## config.mk

```make
export PLATFORM = sky130hd
export DESIGN_NAME = tss_modulator_sig
export DESIGN_NICKNAME = d
export VERILOG_FILES = /design/src/shared/tss_pkg.sv /design/src/logic/tss_keepalive.sv /design/src/logic/tss_modulator_sig.sv
export SDC_FILE = /design/constraint.sdc
export NUM_CORES = 1
export LEC_CHECK = 0
export BUFFER_PORTS_ARGS = -buffer_cell sky130_fd_sc_hd__buf_2
export CAP_MARGIN = 10
export CORE_MARGIN = 10
export CORE_UTILIZATION = 52
export DETAILED_ROUTE_END_ITERATION = 12
export GPL_TIMING_DRIVEN = 0
export PLACE_DENSITY = 0.78
export SLEW_MARGIN = 15
export SYNTH_ARGS = -nofsm -noshare
export SYNTH_HDL_FRONTEND = slang
export SYNTH_SLANG_ARGS = --single-unit
```

## constraint.sdc

```tcl
create_clock -name clk -period 4.2 [get_ports clk]
set_input_delay 0.42 -clock clk [delete_from_list [all_inputs] [get_ports clk]]
set_output_delay 0.42 -clock clk [all_outputs]
set_load 0.05 [all_outputs]
```

## src/shared/tss_pkg.sv

```systemverilog
package tss_pkg;
// What this block does
// RL1 - Send Hello after hello timeout silence
// RL2 - Controller request names target channel identifier
// RL3 - Reply carries our chosen session identifier
// RL4 - Reply reports configuration, changeability, capabilities
// RL5 - Controller disconnects on unacceptable reply values
// RL6 - Connected message carries only wanted changes
// RL7 - Acknowledge acceptable connect, else disconnect
// RL8 - Forward data only after connect processed
// RL9 - Discard session data while configuring
// RL10 - Sessions only on an established connection
// RL11 - Controller initiates; modulator accepts requests
// RL12 - One disconnect tears one session down
// RL13 - One stop closes connection and sessions
// RL14 - Controller sends link info on changes
// RL15 - Modulator sends link info on changes
// RL16 - Request carries allocation, MTU, sync attributes
// RL17 - Reply carries allocation, MTU, capabilities, channel
// RL18 - Mandatory attributes always present

   // Register byte offsets
   localparam logic [11:0] OFS_CTRL = 12'h000;
   localparam logic [11:0] OFS_STATUS = 12'h004;
   localparam logic [11:0] OFS_LOCAL_SID = 12'h008;
   localparam logic [11:0] OFS_TRANSPORT_STREAM_ID = 12'h00c;
   localparam logic [11:0] OFS_FREQ = 12'h010;
   localparam logic [11:0] OFS_SYMRATE = 12'h014;
   localparam logic [11:0] OFS_POWER = 12'h018;
   localparam logic [11:0] OFS_MISC = 12'h01c;
   localparam logic [11:0] OFS_CHANGEABLE = 12'h020;
   localparam logic [11:0] OFS_CAPS = 12'h024;
   localparam logic [11:0] OFS_UDP_MTU = 12'h028;
   localparam logic [11:0] OFS_REMOTE_SID = 12'h02c;

   // Control register bits
   localparam int CTRL_CC_UP = 0;
   localparam int CTRL_CMD_CDN = 1;
   localparam int CTRL_CMD_STOP = 2;

   // Reset values
   localparam logic [31:0] RST_LOCAL_SID = 32'h0000_0001;
   localparam logic [6:0] RST_CHANGEABLE = 7'h7f;
   localparam logic [31:0] RST_UDP_MTU = 32'h0000_05dc;

   // Message type codes
   localparam logic [7:0] MSG_STOPCCN = 8'h04;
   localparam logic [7:0] MSG_HELLO = 8'h06;
   localparam logic [7:0] MSG_ICRQ = 8'h0a;
   localparam logic [7:0] MSG_ICRP = 8'h0b;
   localparam logic [7:0] MSG_ICCN = 8'h0c;
   localparam logic [7:0] MSG_CDN = 8'h0e;
   localparam logic [7:0] MSG_SLI = 8'h10;
   localparam logic [7:0] MSG_ACK = 8'h14;

   // Attribute presence mask, one bit per attribute except the channel group, which has seven
   localparam logic [15:0] AT_RES_ALLOC = 16'h0001;
   localparam logic [15:0] AT_MTU = 16'h0002;
   localparam logic [15:0] AT_SYNC = 16'h0004;
   localparam logic [15:0] AT_UDP_PORT = 16'h0008;
   localparam logic [15:0] AT_CAPS = 16'h0010;
   localparam logic [15:0] AT_CHAN = 16'h0fe0;
   localparam logic [15:0] AT_TRANSPORT_STREAM_ID_GROUP = 16'h1000;
   localparam logic [15:0] AT_RESULT = 16'h2000;
   localparam logic [15:0] AT_TARGET_CHAN = 16'h4000;
   localparam logic [15:0] AT_REMOTE_SESS = 16'h8000;
   localparam int AT_CHAN_LSB = 5;
   // Channel bits: freq, power, modulation, annex, symbol rate, interleaver, silence
   localparam int CH_FREQ = 0;
   localparam int CH_POWER = 1;
   localparam int CH_MOD = 2;
   localparam int CH_ANNEX = 3;
   localparam int CH_SYMRATE = 4;
   localparam int CH_INTLV = 5;
   localparam int CH_SILENCE = 6;
   // Misc word fields
   localparam int MISC_MOD_LSB = 0;
   localparam int MISC_ANNEX_LSB = 4;
   localparam int MISC_INTLV_LSB = 8;
   localparam int MISC_SILENCE = 15;
   localparam logic [15:0] ICRQ_NEED = 16'h4007;
   localparam logic [15:0] ICRP_MASK = 16'h8ff3;

   // Result codes for disconnects
   localparam logic [15:0] RC_MISSING_ATTR = 16'h0001;
   localparam logic [15:0] RC_BAD_TRANSPORT_STREAM_ID = 16'h0002;
   localparam logic [15:0] RC_BUSY = 16'h0003;
   localparam logic [15:0] RC_PARAM_REJECT = 16'h0004;
   localparam logic [15:0] RC_ADMIN = 16'h0005;

   // Pending message slots, higher index sent first
   localparam int P_HELLO = 0;
   localparam int P_SLI = 1;
   localparam int P_ACK = 2;
   localparam int P_ICRP = 3;
   localparam int P_CDN = 4;
   localparam int P_STOP = 5;

   // Keep-alive timing
   localparam longint unsigned CLK_HZ = 50_000_000;
   localparam longint unsigned HELLO_TIMEOUT_S = 60;
   localparam longint unsigned HELLO_CYCLES = HELLO_TIMEOUT_S * CLK_HZ;

   typedef enum logic [1:0] {S_IDLE, S_READY, S_WAIT, S_ACTIVE} tss_sess_state_t;
endpackage

```

## src/logic/tss_keepalive.sv

```systemverilog
`timescale 1ns/100ps
module tss_keepalive (
   input wire logic clk,
   input wire logic nrst,
   input wire logic enable,
   input wire logic activity,
   input wire logic [31:0] limit,
   output logic hello_req
);
   typedef struct packed {
      logic [31:0] cnt;
      logic req;
   } tss_ka_state_t;

   tss_ka_state_t q;
   tss_ka_state_t d;

   // Silence counter; any traffic from the peer restarts it
   always_comb begin
      d = q;
      d.req = 1'b0;
      if (!enable || activity) begin
         d.cnt = 32'h0;
      end else if (q.cnt >= limit - 32'h1) begin
         d.cnt = 32'h0; // RL1
         d.req = 1'b1; // RL1
      end else begin
         d.cnt = q.cnt + 32'h1;
      end
   end

   always_ff @(posedge clk) begin
      if (!nrst) begin
         q <= '0;
      end else begin
         q <= d;
      end
   end

   assign hello_req = q.req;
endmodule

```

## src/logic/tss_modulator_sig.sv

```systemverilog
// Chosen here: the register addresses and register access over APB.
`timescale 1ns/100ps
module tss_modulator_sig #(
   parameter logic [31:0] HELLO_CYCLES = 32'(tss_pkg::HELLO_CYCLES)
) (
   input wire logic clk,
   input wire logic nrst,
   input wire logic psel,
   input wire logic penable,
   input wire logic pwrite,
   input wire logic [11:0] paddr,
   input wire logic [31:0] pwdata,
   output logic [31:0] prdata,
   output logic pready,
   output logic pslverr,
   input wire logic rx_msg_valid,
   output logic rx_msg_ready,
   input wire logic [7:0] rx_msg_type,
   input wire logic [15:0] rx_attr_mask,
   input wire logic [31:0] rx_session_id,
   input wire logic [15:0] rx_transport_stream_id,
   input wire logic [31:0] rx_freq,
   input wire logic [31:0] rx_symrate,
   input wire logic [15:0] rx_power,
   input wire logic [15:0] rx_misc,
   output logic tx_msg_valid,
   input wire logic tx_msg_ready,
   output logic [7:0] tx_msg_type,
   output logic [15:0] tx_attr_mask,
   output logic [31:0] tx_session_id,
   output logic [31:0] tx_local_session,
   output logic [15:0] tx_result_code,
   output logic [31:0] tx_freq,
   output logic [31:0] tx_symrate,
   output logic [15:0] tx_power,
   output logic [15:0] tx_misc,
   output logic [6:0] tx_changeable,
   output logic [31:0] tx_caps,
   output logic [31:0] tx_udp_mtu,
   input wire logic data_in_valid,
   output logic data_in_ready,
   input wire logic [7:0] data_in,
   output logic data_out_valid,
   output logic [7:0] data_out
);
   typedef struct packed {
      tss_pkg::tss_sess_state_t st;
      logic cc_up;
      logic [31:0] lsid;
      logic [15:0] transport_stream_id;
      logic [31:0] freq;
      logic [31:0] symr;
      logic [15:0] pwr;
      logic [15:0] misc;
      logic [6:0] chg;
      logic [31:0] caps;
      logic [31:0] udp_mtu;
      logic [31:0] rsid;
      logic [31:0] cdn_sid;
      logic [5:0] pend;
      logic [15:0] res;
      logic [15:0] last_res;
      logic [31:0] prdata;
      logic [7:0] dout;
      logic dout_v;
      logic out_v;
      logic [7:0] out_type;
      logic [15:0] out_mask;
      logic [31:0] out_sid;
   } tss_sig_state_t;

   tss_sig_state_t q;
   tss_sig_state_t d;
   logic hello_req;
   logic rx_fire;
   logic apb_wr;
   logic [6:0] req_chg;

   // Address decode, used by the write enable and the error answer
   function automatic logic reg_hit(input logic [11:0] a);
      reg_hit = (a[1:0] == 2'b00) && (a <= tss_pkg::OFS_REMOTE_SID);
   endfunction

   // Highest-priority pending slot
   function automatic logic [2:0] pick(input logic [5:0] p);
      pick = 3'h0;
      for (int i = 0; i < 6; i++) begin
         if (p[i]) begin
            pick = 3'(i);
         end
      end
   endfunction

   function automatic logic [7:0] type_of(input logic [2:0] i);
      case (i)
         3'h5: type_of = tss_pkg::MSG_STOPCCN;
         3'h4: type_of = tss_pkg::MSG_CDN;
         3'h3: type_of = tss_pkg::MSG_ICRP;
         3'h2: type_of = tss_pkg::MSG_ACK;
         3'h1: type_of = tss_pkg::MSG_SLI;
         default: type_of = tss_pkg::MSG_HELLO;
      endcase
   endfunction

   function automatic logic [15:0] mask_of(input logic [2:0] i);
      case (i)
         3'h5, 3'h4: mask_of = tss_pkg::AT_RESULT; // RL18
         3'h3: mask_of = tss_pkg::ICRP_MASK; // RL17
         3'h1: mask_of = tss_pkg::AT_CHAN; // RL15
         default: mask_of = 16'h0;
      endcase
   endfunction

   assign rx_fire = rx_msg_valid;
   assign apb_wr = psel && penable && pwrite && reg_hit(paddr);
   assign req_chg = rx_attr_mask[tss_pkg::AT_CHAN_LSB +: 7];

   tss_keepalive u_keepalive (
      .clk(clk),
      .nrst(nrst),
      .enable(q.cc_up),
      .activity(rx_fire || data_in_valid),
      .limit(HELLO_CYCLES),
      .hello_req(hello_req)
   );

   // Next state: data gate, output slot, received messages, then software
   always_comb begin
      logic [2:0] sel;
      logic [6:0] upd;
      sel = pick(q.pend);
      upd = 7'h0;
      d = q;
      d.dout_v = 1'b0; // RL9
      // Payload only flows once the session runs; anything earlier is dropped
      if (data_in_valid && q.st == tss_pkg::S_ACTIVE) begin
         d.dout_v = 1'b1; // RL8
         d.dout = data_in;
      end
      // Output slot; clears come first so that later sets win
      if (q.out_v && tx_msg_ready) begin
         d.out_v = 1'b0;
      end
      if (!q.out_v && |q.pend) begin
         d.out_v = 1'b1;
         d.pend[sel] = 1'b0;
         d.out_type = type_of(sel);
         d.out_mask = mask_of(sel);
         d.out_sid = (sel == 3'(tss_pkg::P_CDN)) ? q.cdn_sid : q.rsid;
      end
      if (hello_req) begin
         d.pend[tss_pkg::P_HELLO] = 1'b1; // RL1
      end
      // Received control messages
      if (rx_fire && q.cc_up) begin
         case (rx_msg_type)
            tss_pkg::MSG_HELLO: begin
               d.pend[tss_pkg::P_ACK] = 1'b1;
            end
            tss_pkg::MSG_ICRQ: begin
               d.cdn_sid = rx_session_id;
               if (q.st != tss_pkg::S_READY) begin
                  d.res = tss_pkg::RC_BUSY; // RL10
                  d.pend[tss_pkg::P_CDN] = 1'b1;
               end else if ((rx_attr_mask & tss_pkg::ICRQ_NEED) != tss_pkg::ICRQ_NEED) begin
                  d.res = tss_pkg::RC_MISSING_ATTR; // RL18
                  d.pend[tss_pkg::P_CDN] = 1'b1;
               end else if (rx_transport_stream_id != q.transport_stream_id) begin
                  d.res = tss_pkg::RC_BAD_TRANSPORT_STREAM_ID; // RL2
                  d.pend[tss_pkg::P_CDN] = 1'b1;
               end else begin
                  d.rsid = rx_session_id; // RL11
                  d.pend[tss_pkg::P_ICRP] = 1'b1; // RL3
                  d.st = tss_pkg::S_WAIT;
               end
            end
            tss_pkg::MSG_ICCN: begin
               if (q.st == tss_pkg::S_WAIT) begin
                  if ((req_chg & ~q.chg) != 7'h0) begin
                     d.res = tss_pkg::RC_PARAM_REJECT; // RL7
                     d.cdn_sid = q.rsid;
                     d.pend[tss_pkg::P_CDN] = 1'b1;
                     d.st = tss_pkg::S_READY;
                  end else begin
                     upd = req_chg; // RL6
                     d.pend[tss_pkg::P_ACK] = 1'b1; // RL7
                     d.st = tss_pkg::S_ACTIVE; // RL8
                  end
               end
            end
            tss_pkg::MSG_SLI: begin
               if (q.st == tss_pkg::S_WAIT || q.st == tss_pkg::S_ACTIVE) begin
                  upd = req_chg & q.chg; // RL14
                  d.pend[tss_pkg::P_ACK] = 1'b1;
               end
            end
            tss_pkg::MSG_CDN: begin
               if (q.st == tss_pkg::S_WAIT || q.st == tss_pkg::S_ACTIVE) begin
                  d.st = tss_pkg::S_READY; // RL12
               end
               d.pend[tss_pkg::P_ACK] = 1'b1;
            end
            tss_pkg::MSG_STOPCCN: begin
               d.cc_up = 1'b0; // RL13
               d.st = tss_pkg::S_IDLE; // RL13
               d.pend = 6'h0;
               d.pend[tss_pkg::P_ACK] = 1'b1;
            end
            default: begin
            end
         endcase
      end
      // Apply accepted channel changes field by field
      if (upd[tss_pkg::CH_FREQ]) begin
         d.freq = rx_freq;
      end
      if (upd[tss_pkg::CH_POWER]) begin
         d.pwr = rx_power;
      end
      if (upd[tss_pkg::CH_SYMRATE]) begin
         d.symr = rx_symrate;
      end
      if (upd[tss_pkg::CH_MOD]) begin
         d.misc[tss_pkg::MISC_MOD_LSB +: 4] = rx_misc[tss_pkg::MISC_MOD_LSB +: 4];
      end
      if (upd[tss_pkg::CH_ANNEX]) begin
         d.misc[tss_pkg::MISC_ANNEX_LSB +: 4] = rx_misc[tss_pkg::MISC_ANNEX_LSB +: 4];
      end
      if (upd[tss_pkg::CH_INTLV]) begin
         d.misc[tss_pkg::MISC_INTLV_LSB +: 4] = rx_misc[tss_pkg::MISC_INTLV_LSB +: 4];
      end
      if (upd[tss_pkg::CH_SILENCE]) begin
         d.misc[tss_pkg::MISC_SILENCE] = rx_misc[tss_pkg::MISC_SILENCE];
      end
      if (q.pend[tss_pkg::P_CDN] || q.pend[tss_pkg::P_STOP]) begin
         d.last_res = q.res;
      end
      // APB read data is captured in the setup cycle, so the access phase needs no wait
      if (psel && !penable && !pwrite) begin
         case (paddr)
            tss_pkg::OFS_CTRL: d.prdata = {31'h0, q.cc_up};
            tss_pkg::OFS_STATUS: d.prdata = {q.last_res, 14'h0, q.st};
            tss_pkg::OFS_LOCAL_SID: d.prdata = q.lsid;
            tss_pkg::OFS_TRANSPORT_STREAM_ID: d.prdata = {16'h0, q.transport_stream_id};
            tss_pkg::OFS_FREQ: d.prdata = q.freq;
            tss_pkg::OFS_SYMRATE: d.prdata = q.symr;
            tss_pkg::OFS_POWER: d.prdata = {16'h0, q.pwr};
            tss_pkg::OFS_MISC: d.prdata = {16'h0, q.misc};
            tss_pkg::OFS_CHANGEABLE: d.prdata = {25'h0, q.chg};
            tss_pkg::OFS_CAPS: d.prdata = q.caps;
            tss_pkg::OFS_UDP_MTU: d.prdata = q.udp_mtu;
            tss_pkg::OFS_REMOTE_SID: d.prdata = q.rsid;
            default: d.prdata = 32'h0;
         endcase
      end
      // Software writes; channel edits while a session runs are announced to the peer
      if (apb_wr) begin
         case (paddr)
            tss_pkg::OFS_CTRL: begin
               d.cc_up = pwdata[tss_pkg::CTRL_CC_UP];
               if (!pwdata[tss_pkg::CTRL_CC_UP]) begin
                  d.st = tss_pkg::S_IDLE;
               end else if (q.st == tss_pkg::S_IDLE) begin
                  d.st = tss_pkg::S_READY; // RL10
               end
               if (pwdata[tss_pkg::CTRL_CMD_STOP] && q.cc_up) begin
                  d.res = tss_pkg::RC_ADMIN;
                  d.pend[tss_pkg::P_STOP] = 1'b1; // RL13
                  d.cc_up = 1'b0;
                  d.st = tss_pkg::S_IDLE;
               end else if (pwdata[tss_pkg::CTRL_CMD_CDN] &&
                            (q.st == tss_pkg::S_WAIT || q.st == tss_pkg::S_ACTIVE)) begin
                  d.res = tss_pkg::RC_ADMIN;
                  d.cdn_sid = q.rsid;
                  d.pend[tss_pkg::P_CDN] = 1'b1; // RL12
                  d.st = tss_pkg::S_READY;
               end
            end
            tss_pkg::OFS_LOCAL_SID: d.lsid = pwdata;
            tss_pkg::OFS_TRANSPORT_STREAM_ID: d.transport_stream_id = pwdata[15:0];
            tss_pkg::OFS_FREQ: d.freq = pwdata;
            tss_pkg::OFS_SYMRATE: d.symr = pwdata;
            tss_pkg::OFS_POWER: d.pwr = pwdata[15:0];
            tss_pkg::OFS_MISC: d.misc = pwdata[15:0];
            tss_pkg::OFS_CHANGEABLE: d.chg = pwdata[6:0];
            tss_pkg::OFS_CAPS: d.caps = pwdata;
            tss_pkg::OFS_UDP_MTU: d.udp_mtu = pwdata;
            default: begin
            end
         endcase
         if (q.st == tss_pkg::S_ACTIVE && (paddr == tss_pkg::OFS_FREQ ||
             paddr == tss_pkg::OFS_SYMRATE || paddr == tss_pkg::OFS_POWER ||
             paddr == tss_pkg::OFS_MISC)) begin
            d.pend[tss_pkg::P_SLI] = 1'b1; // RL15
         end
      end
   end

   always_ff @(posedge clk) begin
      if (!nrst) begin
         q <= '0;
         q.lsid <= tss_pkg::RST_LOCAL_SID;
         q.chg <= tss_pkg::RST_CHANGEABLE;
         q.udp_mtu <= tss_pkg::RST_UDP_MTU;
      end else begin
         q <= d;
      end
   end

   // Zero-wait APB slave; unmapped or unaligned addresses answer with an error
   assign pready = 1'b1;
   assign pslverr = psel && penable && !reg_hit(paddr);
   assign prdata = q.prdata;
   assign rx_msg_ready = 1'b1;
   assign data_in_ready = 1'b1; // Discarded rather than held, so never stalls
   assign data_out_valid = q.dout_v;
   assign data_out = q.dout;
   assign tx_msg_valid = q.out_v;
   assign tx_msg_type = q.out_type;
   assign tx_attr_mask = q.out_mask;
   assign tx_session_id = q.out_sid;
   assign tx_local_session = q.lsid; // RL3
   assign tx_result_code = q.last_res;
   assign tx_freq = q.freq; // RL4
   assign tx_symrate = q.symr;
   assign tx_power = q.pwr;
   assign tx_misc = q.misc;
   assign tx_changeable = q.chg; // RL4
   assign tx_caps = q.caps;
   assign tx_udp_mtu = q.udp_mtu;
endmodule

```

* Word-level counts from Yosys, hierarchy flattened
Index checks and enable logic that the tools add are counted.
** Storage, ports and cells
- Register bits :: 451
- Logic and storage cells :: 204
- Memories kept :: 0
- RAM bits :: 0
- ROM bits :: 0
- Bits in latches :: 0
- Input port bits :: 228
- Output and inout bits :: 317
** Cells by class
- $add $sub $neg :: 1
- Eq/ne operators :: 27
- Bitwise logic cells :: 9
- Reductions and logical operators :: 44
- Div/mod/pow operators :: 0
- Shift operators :: 0
- Multipliers :: 0
- Multiplexer cells :: 93
- $lt $le $gt $ge :: 4
** Operator list (count)
- 2-to-1 mux 32 bit :: 12
- one-hot mux 32 bit (12 select lines) :: 1
- 2-to-1 mux 218 bit :: 1
- 2-to-1 mux 16 bit :: 13
- 2-to-1 mux 34 bit :: 2
- one-hot mux 32 bit (2 select lines) :: 1
- 2-to-1 mux 57 bit :: 1
- 2-to-1 mux 54 bit :: 1
- == test 12 x 5 -> 1 bit, second input constant :: 4
- == test 12 x 6 -> 1 bit, second input constant :: 4
- one-hot mux 16 bit (3 select lines) :: 1
- 2-to-1 mux 7 bit :: 5
- adder 32 x 1 -> 32 bit, second input constant :: 1
- >= comparator 32 bit, second input constant :: 1
- one-hot mux 16 bit (2 select lines) :: 1
- 2-to-1 mux 1 bit :: 26
- one-hot mux 5 bit (5 select lines) :: 1
- == test 12 x 4 -> 1 bit, second input constant :: 2
- == test 8 x 4 -> 1 bit, second input constant :: 3
- 2-to-1 mux 2 bit :: 11
- 2-to-1 mux 3 bit :: 6
- == test 8 x 3 -> 1 bit, second input constant :: 2
- != test 16 bit :: 1
- logical AND 1 bit :: 15
- other kinds (34) :: 62

* Logic depth before layout (Yosys ltp)
Gate-level depths: netlist (run 1).
- Depth after elaboration :: 21
- Depth in mapped cells :: 9
- Gate-level depth less buffers :: 7

* Hierarchy
A second synthesis (run 1) with hierarchy kept.
** Unflattened totals
- Cells, all modules :: 2744
- Area total of the unflattened synthesis :: 22978.3 sq um
** Modules (own cells, without submodules)
- tss_modulator_sig :: area an instance 20233.2 sq um, seq. area each 8047.7 sq um, times used 1, cells each 2422
- tss_keepalive :: area an instance 2745.1 sq um, seq. area each 660.6 sq um, times used 1, cells each 322

* Least setup slack after synthesis (run 1)
OpenSTA, ideal clock, no wires.
- Path type :: in2reg
- Start point :: input port paddr[11]
- End point :: register q (netlist bit tx_changeable[1])
- Arrival :: 2126 ps
- Required time :: 4071 ps
- Stages :: 8
- Path slack :: 1945 ps
- Setup time :: 129 ps
- Buffers on the path :: 2
- Path through :: or4_4 > nor2_8 > and3_1 > clkbuf_1 > and2_1 > buf_2 > mux2i_1 > nand2_1
** Between the ends
- Word-level cells in the longest chain between the ends :: 4
- Elaborated cells on any way between the ends :: 5
- Classes of those cells :: order compare: 1; eq/ne: 1; reduce/logical: 3
** Ends and longest elaborated chain
- from (decl) :: RTL line tss_modulator_sig.sv:11 : input wire logic [11:0] paddr,
- less-or-equal comparator 12 x 6 -> 1 bit :: RTL line tss_modulator_sig.sv:81 : reg_hit = (a[1:0] == 2'b00) && (a <= tss_pkg::OFS_REMOTE_SID);
- logical AND 1 bit :: RTL line tss_modulator_sig.sv:81
- logical AND 1 bit :: RTL line tss_modulator_sig.sv:115 : assign apb_wr = psel && penable && pwrite && reg_hit(paddr);
- AND reduction 2 bit (no line) (*)
- to (decl) :: RTL line tss_modulator_sig.sv:72 : tss_sig_state_t q;
Every way passes the cells marked *; elsewhere a longest branch is shown, timed or not.
A chain may end at the register's enable or synchronous reset.

* Final worst setup path (run 1)
- Start point :: input port paddr[6]
- End point :: register q (netlist bit prdata[22])
** Between the ends
- Word-level cells in the longest chain between the ends :: 2
- Elaborated cells on any way between the ends :: 13
- Classes of those cells :: eq/ne: 11; mux: 1; reduce/logical: 1
** Ends and longest elaborated chain
- == test 12 x 6 -> 1 bit, or another cell as far along :: RTL line tss_modulator_sig.sv:240 : case (paddr)
- one-hot mux 32 bit (12 select lines) (*) :: RTL line tss_modulator_sig.sv:240
Marks and branches as above.

==> impl_metrics.csv, run 1 <==
group,metric,value,unit
run_status,outcome,"finished clean",
synthesis,postSynthAreaPerCell,8.61,um2
synthesis,synth_edf_count,0,
place,port-buffer-count,511,
detailed_routing,ant_nets,0,
sta,tightest_slew,1230,ps
pwr,power,8.79,mW
worst_hold_path,hp-class,"in2reg",
worst_setup_path,cp_max_fo,10,
clocking,clkTransAtPathRegs,60,ps
sta,hold_viol,0,
clocking,cts.path.max_buffers,3,
worst_setup_path,crit_path_start_kind,"input port",
finish,syn_to_final_growth,22.3,%
finish,multi_input_area,9840,um2
detailed_routing,drt-pass1-iter-count,6,
global_routing,grt_pass1_vias,21352,
sta,fin_crit,3580,ps
pwr,intPower,6.76,mW
sta,rsz0062_at_grt,"false",
sta,min_period_over_period,0.853,
synthesis,synth_seq_cells,434,
sta,max_freq,279,MHz
worst_setup_path,arrival,4100,ps
detailed_routing,drc,0,
place,gp_congestion,1.01,
pwr,peakVddDrop,0.264,mV
clocking,cts_resized,0,
global_routing,antenna_found_initial,19,
die,start_util,0.529,
pwr,p_leak,11.5,nW
global_routing,grt_pass1_wl,137000,um
synthesis,synth_area,21700,um2
global_routing,grt_max_degree,14,
worst_setup_path,cp.required,4720,ps
pwr,pwr-share-comb,0.051,
clocking,cts_root_buf,"clkbuf_16",
die,pin_count,545,
global_routing,grt_usage,0.359,
detailed_routing,drt_wl_total,94500,um
clocking,numCtsBuffers,46,
die,die_y,224,um
clocking,cts_tree,"built",
clocking,cts_max_level,2,
die,core,41000,um2
synthesis,yosysSeqAreaShare,0.401,
synthesis,postSynth.asyncResetShare,0,
job,cap_violations,0,
pwr,p_sw,2.03,mW
clocking,clock_latency,590,ps
synthesis,ys_warn_count,0,
sta,relSlewSlack,0.177,
die,dieWidth,224,um
pwr,power_density,332,nW/um2
worst_setup_path,crit_path_end_kind,"flip-flop",
sta,final-setup-viol-count,0,
detailed_routing,vias,21739,
finish,post-route-util,0.646,
pwr,switching_share,0.231,
finish,seq_area,8690,um2
sta,fin_worst_skew,16.8,ps
pwr,clockPowerShare,0.480,
sta,drv_slew,0,
synthesis,ys.flop_type,"dfxtp_1",
die,die_area,50300,um2
place,hpwl,75500,um
synthesis,ys_types,83,
clocking,clock-sinks,434,
detailed_routing,drt_iter0_drc,2719,
clocking,post_cts_buffers,0,
finish,n_fill_cell,3553,
sta,setup_tns,0,ps
pwr,pwr-share-seq,0.468,
sta,whs,77.7,ps
worst_setup_path,r2r_slack,1270,ps
die,rows,74,
finish,drive_gt1_frac,0.324,
detailed_routing,wl_per_cell,25.8,um
clocking,cts_hold_buf,0,
finish,final_nets,3315,
detailed_routing,viasPerCell,5.93,
global_routing,gr-total-overflow,0,
synthesis,netlist_instances,2518,
worst_setup_path,path_class,"in2reg",
registers in the layout, indices dropped and copies added (netlist names), 32 cells and up:
| signal | flops |
|---|---|
| prdata | 32 |
| q | 105 |
| tx_caps | 32 |
| tx_freq | 32 |
| tx_local_session | 32 |
| tx_session_id | 32 |
| tx_symrate | 32 |
| tx_udp_mtu | 32 |
| u_keepalive.q | 32 |
logic make-up after synthesis:
family / count (synthesis) / synth area share
AND/OR/NAND/NOR: 772 / 0.165
AO/OA/AOI/OAI: 594 / 0.182
buffers and inverters: 504 / 0.147
flip-flops: 434 / 0.401
multiplexers: 166 / 0.0857
XOR/XNOR: 45 / 0.0182
other: 2 / 0.000346
adder cells (fa/ha/maj): 1 / 0.000577
cells in the mapped netlist (40+ instances only):
cell       number  area share
clkbuf_1      108       0.019
a22oi_1        40       0.014
o2bb2ai_1      67       0.027
a21oi_1       216       0.050
mux2i_1       144       0.066
dfxtp_1       434        0.40
o21ai_0        95       0.022
buf_4         317        0.11
nand3_1        72       0.017
buf_2          49       0.011
nor2_1        122       0.021
nand2_1       406       0.070
a211oi_1       44       0.015
and2_1         48       0.014
path summary, 6_finish.rpt:
check | startpoint | end | cells past startpoint
setup / recovery | paddr[6] | prdata[22] | 7
hold reg to reg | u_keepalive.hello_req | q[130] | 2
setup reg to reg | q[369] | q[199] | 8
hold / removal | data_in[1] | data_out[1] | 3
layout make-up:
type,count,area share
diodes,12,0.00113
plain buffers,492,0.119
clock buffers,71,0.0508
clock inverters,10,0.00694
inverters,12,0.00170
multi-input cells,1588,0.371
flip-flops and latches,434,0.328
well taps,532,0.0251
repair buffers,512,0.0966
cell usage in the layout (no fill, tap or decap), drive strengths merged, types with 11 or more instances in the layout:
cell / instances
buf: 895
clkbuf: 180
xor2: 17
a21o: 13
o2bb2ai: 67
mux2i: 144
and2: 51
xnor2: 28
nand3: 72
nor4: 21
a221o: 23
a21oi: 217
nor3: 17
diode: 12
inv: 13
nor2: 124
a22o: 13
a22oi: 40
nand2: 406
a221oi: 31
dfxtp: 434
mux4: 15
o21ai: 101
a211oi: 45
nand4: 23
o211ai: 11
metal layers:
layer  GRT usage  part of all wire  up-vias
li1            -                 -     9667
met1       0.431              0.37    10369
met2       0.594              0.47     1440
met3      0.0949              0.11      249
met4       0.159             0.042       14
met5           0           0.00094        -
worst max-delay path, stage by stage:
cell	delay (ps)
buf_2	130
nor4_1	990
nand3_1	620
nor2_2	580
clkbuf_1	720
a221oi_1	430
a21oi_1	200
power groups by stage:
stage          Clock [mW]  Combinational [mW]  Sequential [mW]
3_5_place_dp            0               0.435             4.21
5_1_grt              4.39               0.469             4.11
3_3_place_gp            0               0.432             4.21
6_report             4.22               0.451             4.12
4_1_cts              4.21               0.436             4.12
2_1_floorplan           0               0.190             4.21
per-stage QoR:
step / cell area (um2) / setup WS, ps / std cells
6_report: 26500 / 619 / 3663
5_1_grt: 26500 / 602 / 3658
4_1_cts: 26500 / 751 / 3650
3_5_place_dp: 24900 / 161 / 3569
3_3_place_gp: 24900 / 149 / 3569
2_1_floorplan: 21700 / 1940 / 2526
No activity file was read; power rests on OpenSTA's default activity.
==> run 2, diff against run 1 <==
Settings changed: CORE_MARGIN 10 to unset, SLEW_MARGIN 15 to 20, SYNTH_HIERARCHICAL set to 1.
==> run 2 against run 1 <==
Effect of this change:
- via count up 9.8%
- die area down 10%
- worst setup slack better by 190 ps
- wire length up 1.5%
==> impl_metrics.csv, run 2 <==
group,metric,value,unit
run_status,outcome,"finished clean",
synthesis,netlist.top_cell.by_area,"dfxtp_1",
worst_setup_path,critPathLaunch,"tx_changeable[1]",
clocking,cts_tree,"built",
clocking,numCtsBuffers,47,
die,dieWidth,212,um
synthesis,synth_edf_count,0,
place,gp_congestion,0.988,
place,hpwl,75900,um
global_routing,grt_pass1_wl,136000,um
sta,rsz0062_at_grt,"false",
synthesis,postSynthAreaPerCell,8.37,um2
finish,syn_to_final_growth,22.9,%
detailed_routing,drt_wl_total,95900,um
finish,instances_no_fill,4043,
place,postPlaceCellArea,26700,um2
clocking,clock_latency,590,ps
detailed_routing,wl_per_cell,23.7,um
die,core,43400,um2
worst_setup_path,worst_r2r_path_depth,7,
sta,hold_viol,0,
die,die_y,212,um
finish,largest_reg_flops,105,
clocking,cts_root_buf,"clkbuf_16",
global_routing,grt_max_degree,13,
detailed_routing,drc,0,
worst_setup_path,cp_max_fo,10,
sta,min_period_over_period,0.807,
finish,post-route-util,0.651,
finish,final_nets,3677,
worst_setup_path,arrival,3900,ps
place,placed_cells,3951,
sta,setup_tns,0,ps
clocking,cts_max_level,2,
finish,n_fill_cell,3865,
synthesis,post-synth-top-count-cell,"nand2_1",
pwr,p_leak,12.5,nW
finish,final_common_cell,"buf_2",
detailed_routing,ant_nets,0,
detailed_routing,viasPerCell,5.91,
worst_setup_path,timing.rr.start,"tx_changeable[1]",
pwr,power_density,310,nW/um2
sta,fin_crit,3390,ps
detailed_routing,drt-pass1-iter-count,12,
sta,max_freq,295,MHz
global_routing,antenna_found_initial,14,
detailed_routing,drt_iter0_drc,3120,
worst_setup_path,crit_path_end_kind,"flip-flop",
worst_setup_path,r2r-end,"tx_symrate[15]",
die,start_util,0.530,
sta,tightest_slew,1050,ps
job,cap_violations,0,
place,port-buffer-count,518,
worst_setup_path,crit_path_cell_trace,"nor2b_1 -> a2111oi_2 -> nand3_2 -> a21oi_1 -> buf_2 -> nand2_1 -> a31oi_1",
finish,top_register,"q",
die,die_area,45000,um2
worst_setup_path,cp.required,4710,ps
synthesis,synth_seq_cells,435,
synthesis,synth_area,23000,um2
worst_setup_path,r2r_slack,810,ps
worst_setup_path,path_class,"reg2reg",
global_routing,grt_usage,0.407,
clocking,clkTransAtPathRegs,60,ps
synthesis,ys_warn_count,6,
sta,final-setup-viol-count,0,
clocking,post_cts_buffers,0,
die,rows,76,
synthesis,synth_top_area_frac,0.379,
synthesis,ys.flop_type,"dfxtp_1",
sta,fin_worst_skew,18.1,ps
synthesis,yosysSeqAreaShare,0.379,
synthesis,netlist_instances,2744,
worst_hold_path,hp-class,"in2reg",
clocking,cts_resized,0,
worst_setup_path,cp-endpoint,"tx_symrate[15]",
synthesis,postSynth.asyncResetShare,0,
finish,final_area,28200,um2
sta,drv_slew,0,
pwr,peakVddDrop,0.268,mV
detailed_routing,vias,23879,
clocking,clock-sinks,435,
synthesis,synth.area.top_cells,"dfxtp_1 38%, buf_4 10%, nand2_1 7.8%, mux2i_1 6.0%, a21oi_1 5.0%",
synthesis,ys_types,75,
finish,final_cell_mix,"551 x buf_2, 476 x nand2_1, 435 x dfxtp_1",
die,pin_count,545,
clocking,cts.path.max_buffers,3,
sta,relSlewSlack,0.301,
global_routing,gr-total-overflow,0,
global_routing,grt_pass1_vias,22106,
worst_setup_path,critPathMaxStageDelay,920,ps
worst_setup_path,crit_slowest_cell,"a21oi_1",
synthesis,synth_common_cells,"476 x nand2_1, 435 x dfxtp_1, 317 x buf_4",
clocking,cts_hold_buf,0,
worst_setup_path,crit_path_start_kind,"flip-flop",
finish,drive_gt1_frac,0.298,
-- run 2: changes by cell type after synthesis, sizes merged, moves of 27 or more --
cell	delta
nand2	+70
o21ai	+31
mux2	+34
a22oi	-31
ha	+33
nor3	+38
nand3	-28
a31oi	+48
a222oi	+27
o2bb2ai	-67
a22o	+37
-- run 2: layout make-up --
class,instances,area (um2),share of cell area
diodes,10,25.0,0.000886
plain buffers,490,3070,0.109
clock buffers,73,1430,0.0505
clock inverters,9,71.3,0.00253
inverters,12,45.0,0.00160
multi-input cells,1910,11600,0.409
flip-flops and latches,435,8710,0.308
well taps,585,732,0.0259
repair buffers,519,2600,0.0921
-- run 2: power by group --
part           internal [mW]  switching (mW)  total, mW  leakage (nW)
registers               4.13      0.00000124       4.13          3.50
logic                  0.161           0.362      0.523          8.25
clock network           2.33            1.77       4.10         0.733
-- run 2: how the worst min path moves through the flow --
stage / startpoint / to / depth (start not counted)
after floorplan: u_keepalive/hello_req / q[130] / 2
after detailed placement: q[118] / tx_result_code[4] / 2
after global placement: q[119] / tx_result_code[5] / 2
after CTS: data_in[6] / data_out[6] / 3
final: data_in[6] / data_out[6] / 3
after global routing: data_in[6] / data_out[6] / 3
-- run 2: per-stage QoR --
step | hold slack [ps] | total power, mW | setup WS [ps]
after global routing | 85.2 | 8.91 | 776
after detailed placement | 443 | 4.71 | 303
after global placement | 440 | 4.71 | 340
final | 68.9 | 8.75 | 810
after CTS | 72.1 | 8.69 | 891
after floorplan | 413 | 4.45 | 1780
-- run 2: metal layers --
layer | wire length (um) | share of wire | track usage
met1 | 36200 | 0.38 | 0.511
met2 | 43300 | 0.45 | 0.644
met3 | 10700 | 0.11 | 0.0928
met4 | 5640 | 0.059 | 0.232
met5 | 106 | 0.0011 | 0
-- run 2: logic make-up (layout without fill, tap and decap cells) --
| kind of cell | count (synthesis) | after routing | synth area share |
|---|---|---|---|
| other cells | 2 | 115 | 0.000327 |
| compound gates | 648 | 648 | 0.179 |
| mux | 186 | 186 | 0.0871 |
| flops | 435 | 435 | 0.379 |
| xor+xnor | 76 | 76 | 0.0290 |
| simple gates | 861 | 861 | 0.172 |
| fa+ha+maj | 34 | 34 | 0.0185 |
| buf+inv | 502 | 1103 | 0.136 |
-- run 2: worst max-delay path: cells and delay by family (launching register included) --
family                 cells  cell delay [ps]
and+or+nand+nor            3              610
DFF                        1              460
buffers and inverters      1              500
AOI/OAI and AO/OA          3             1740
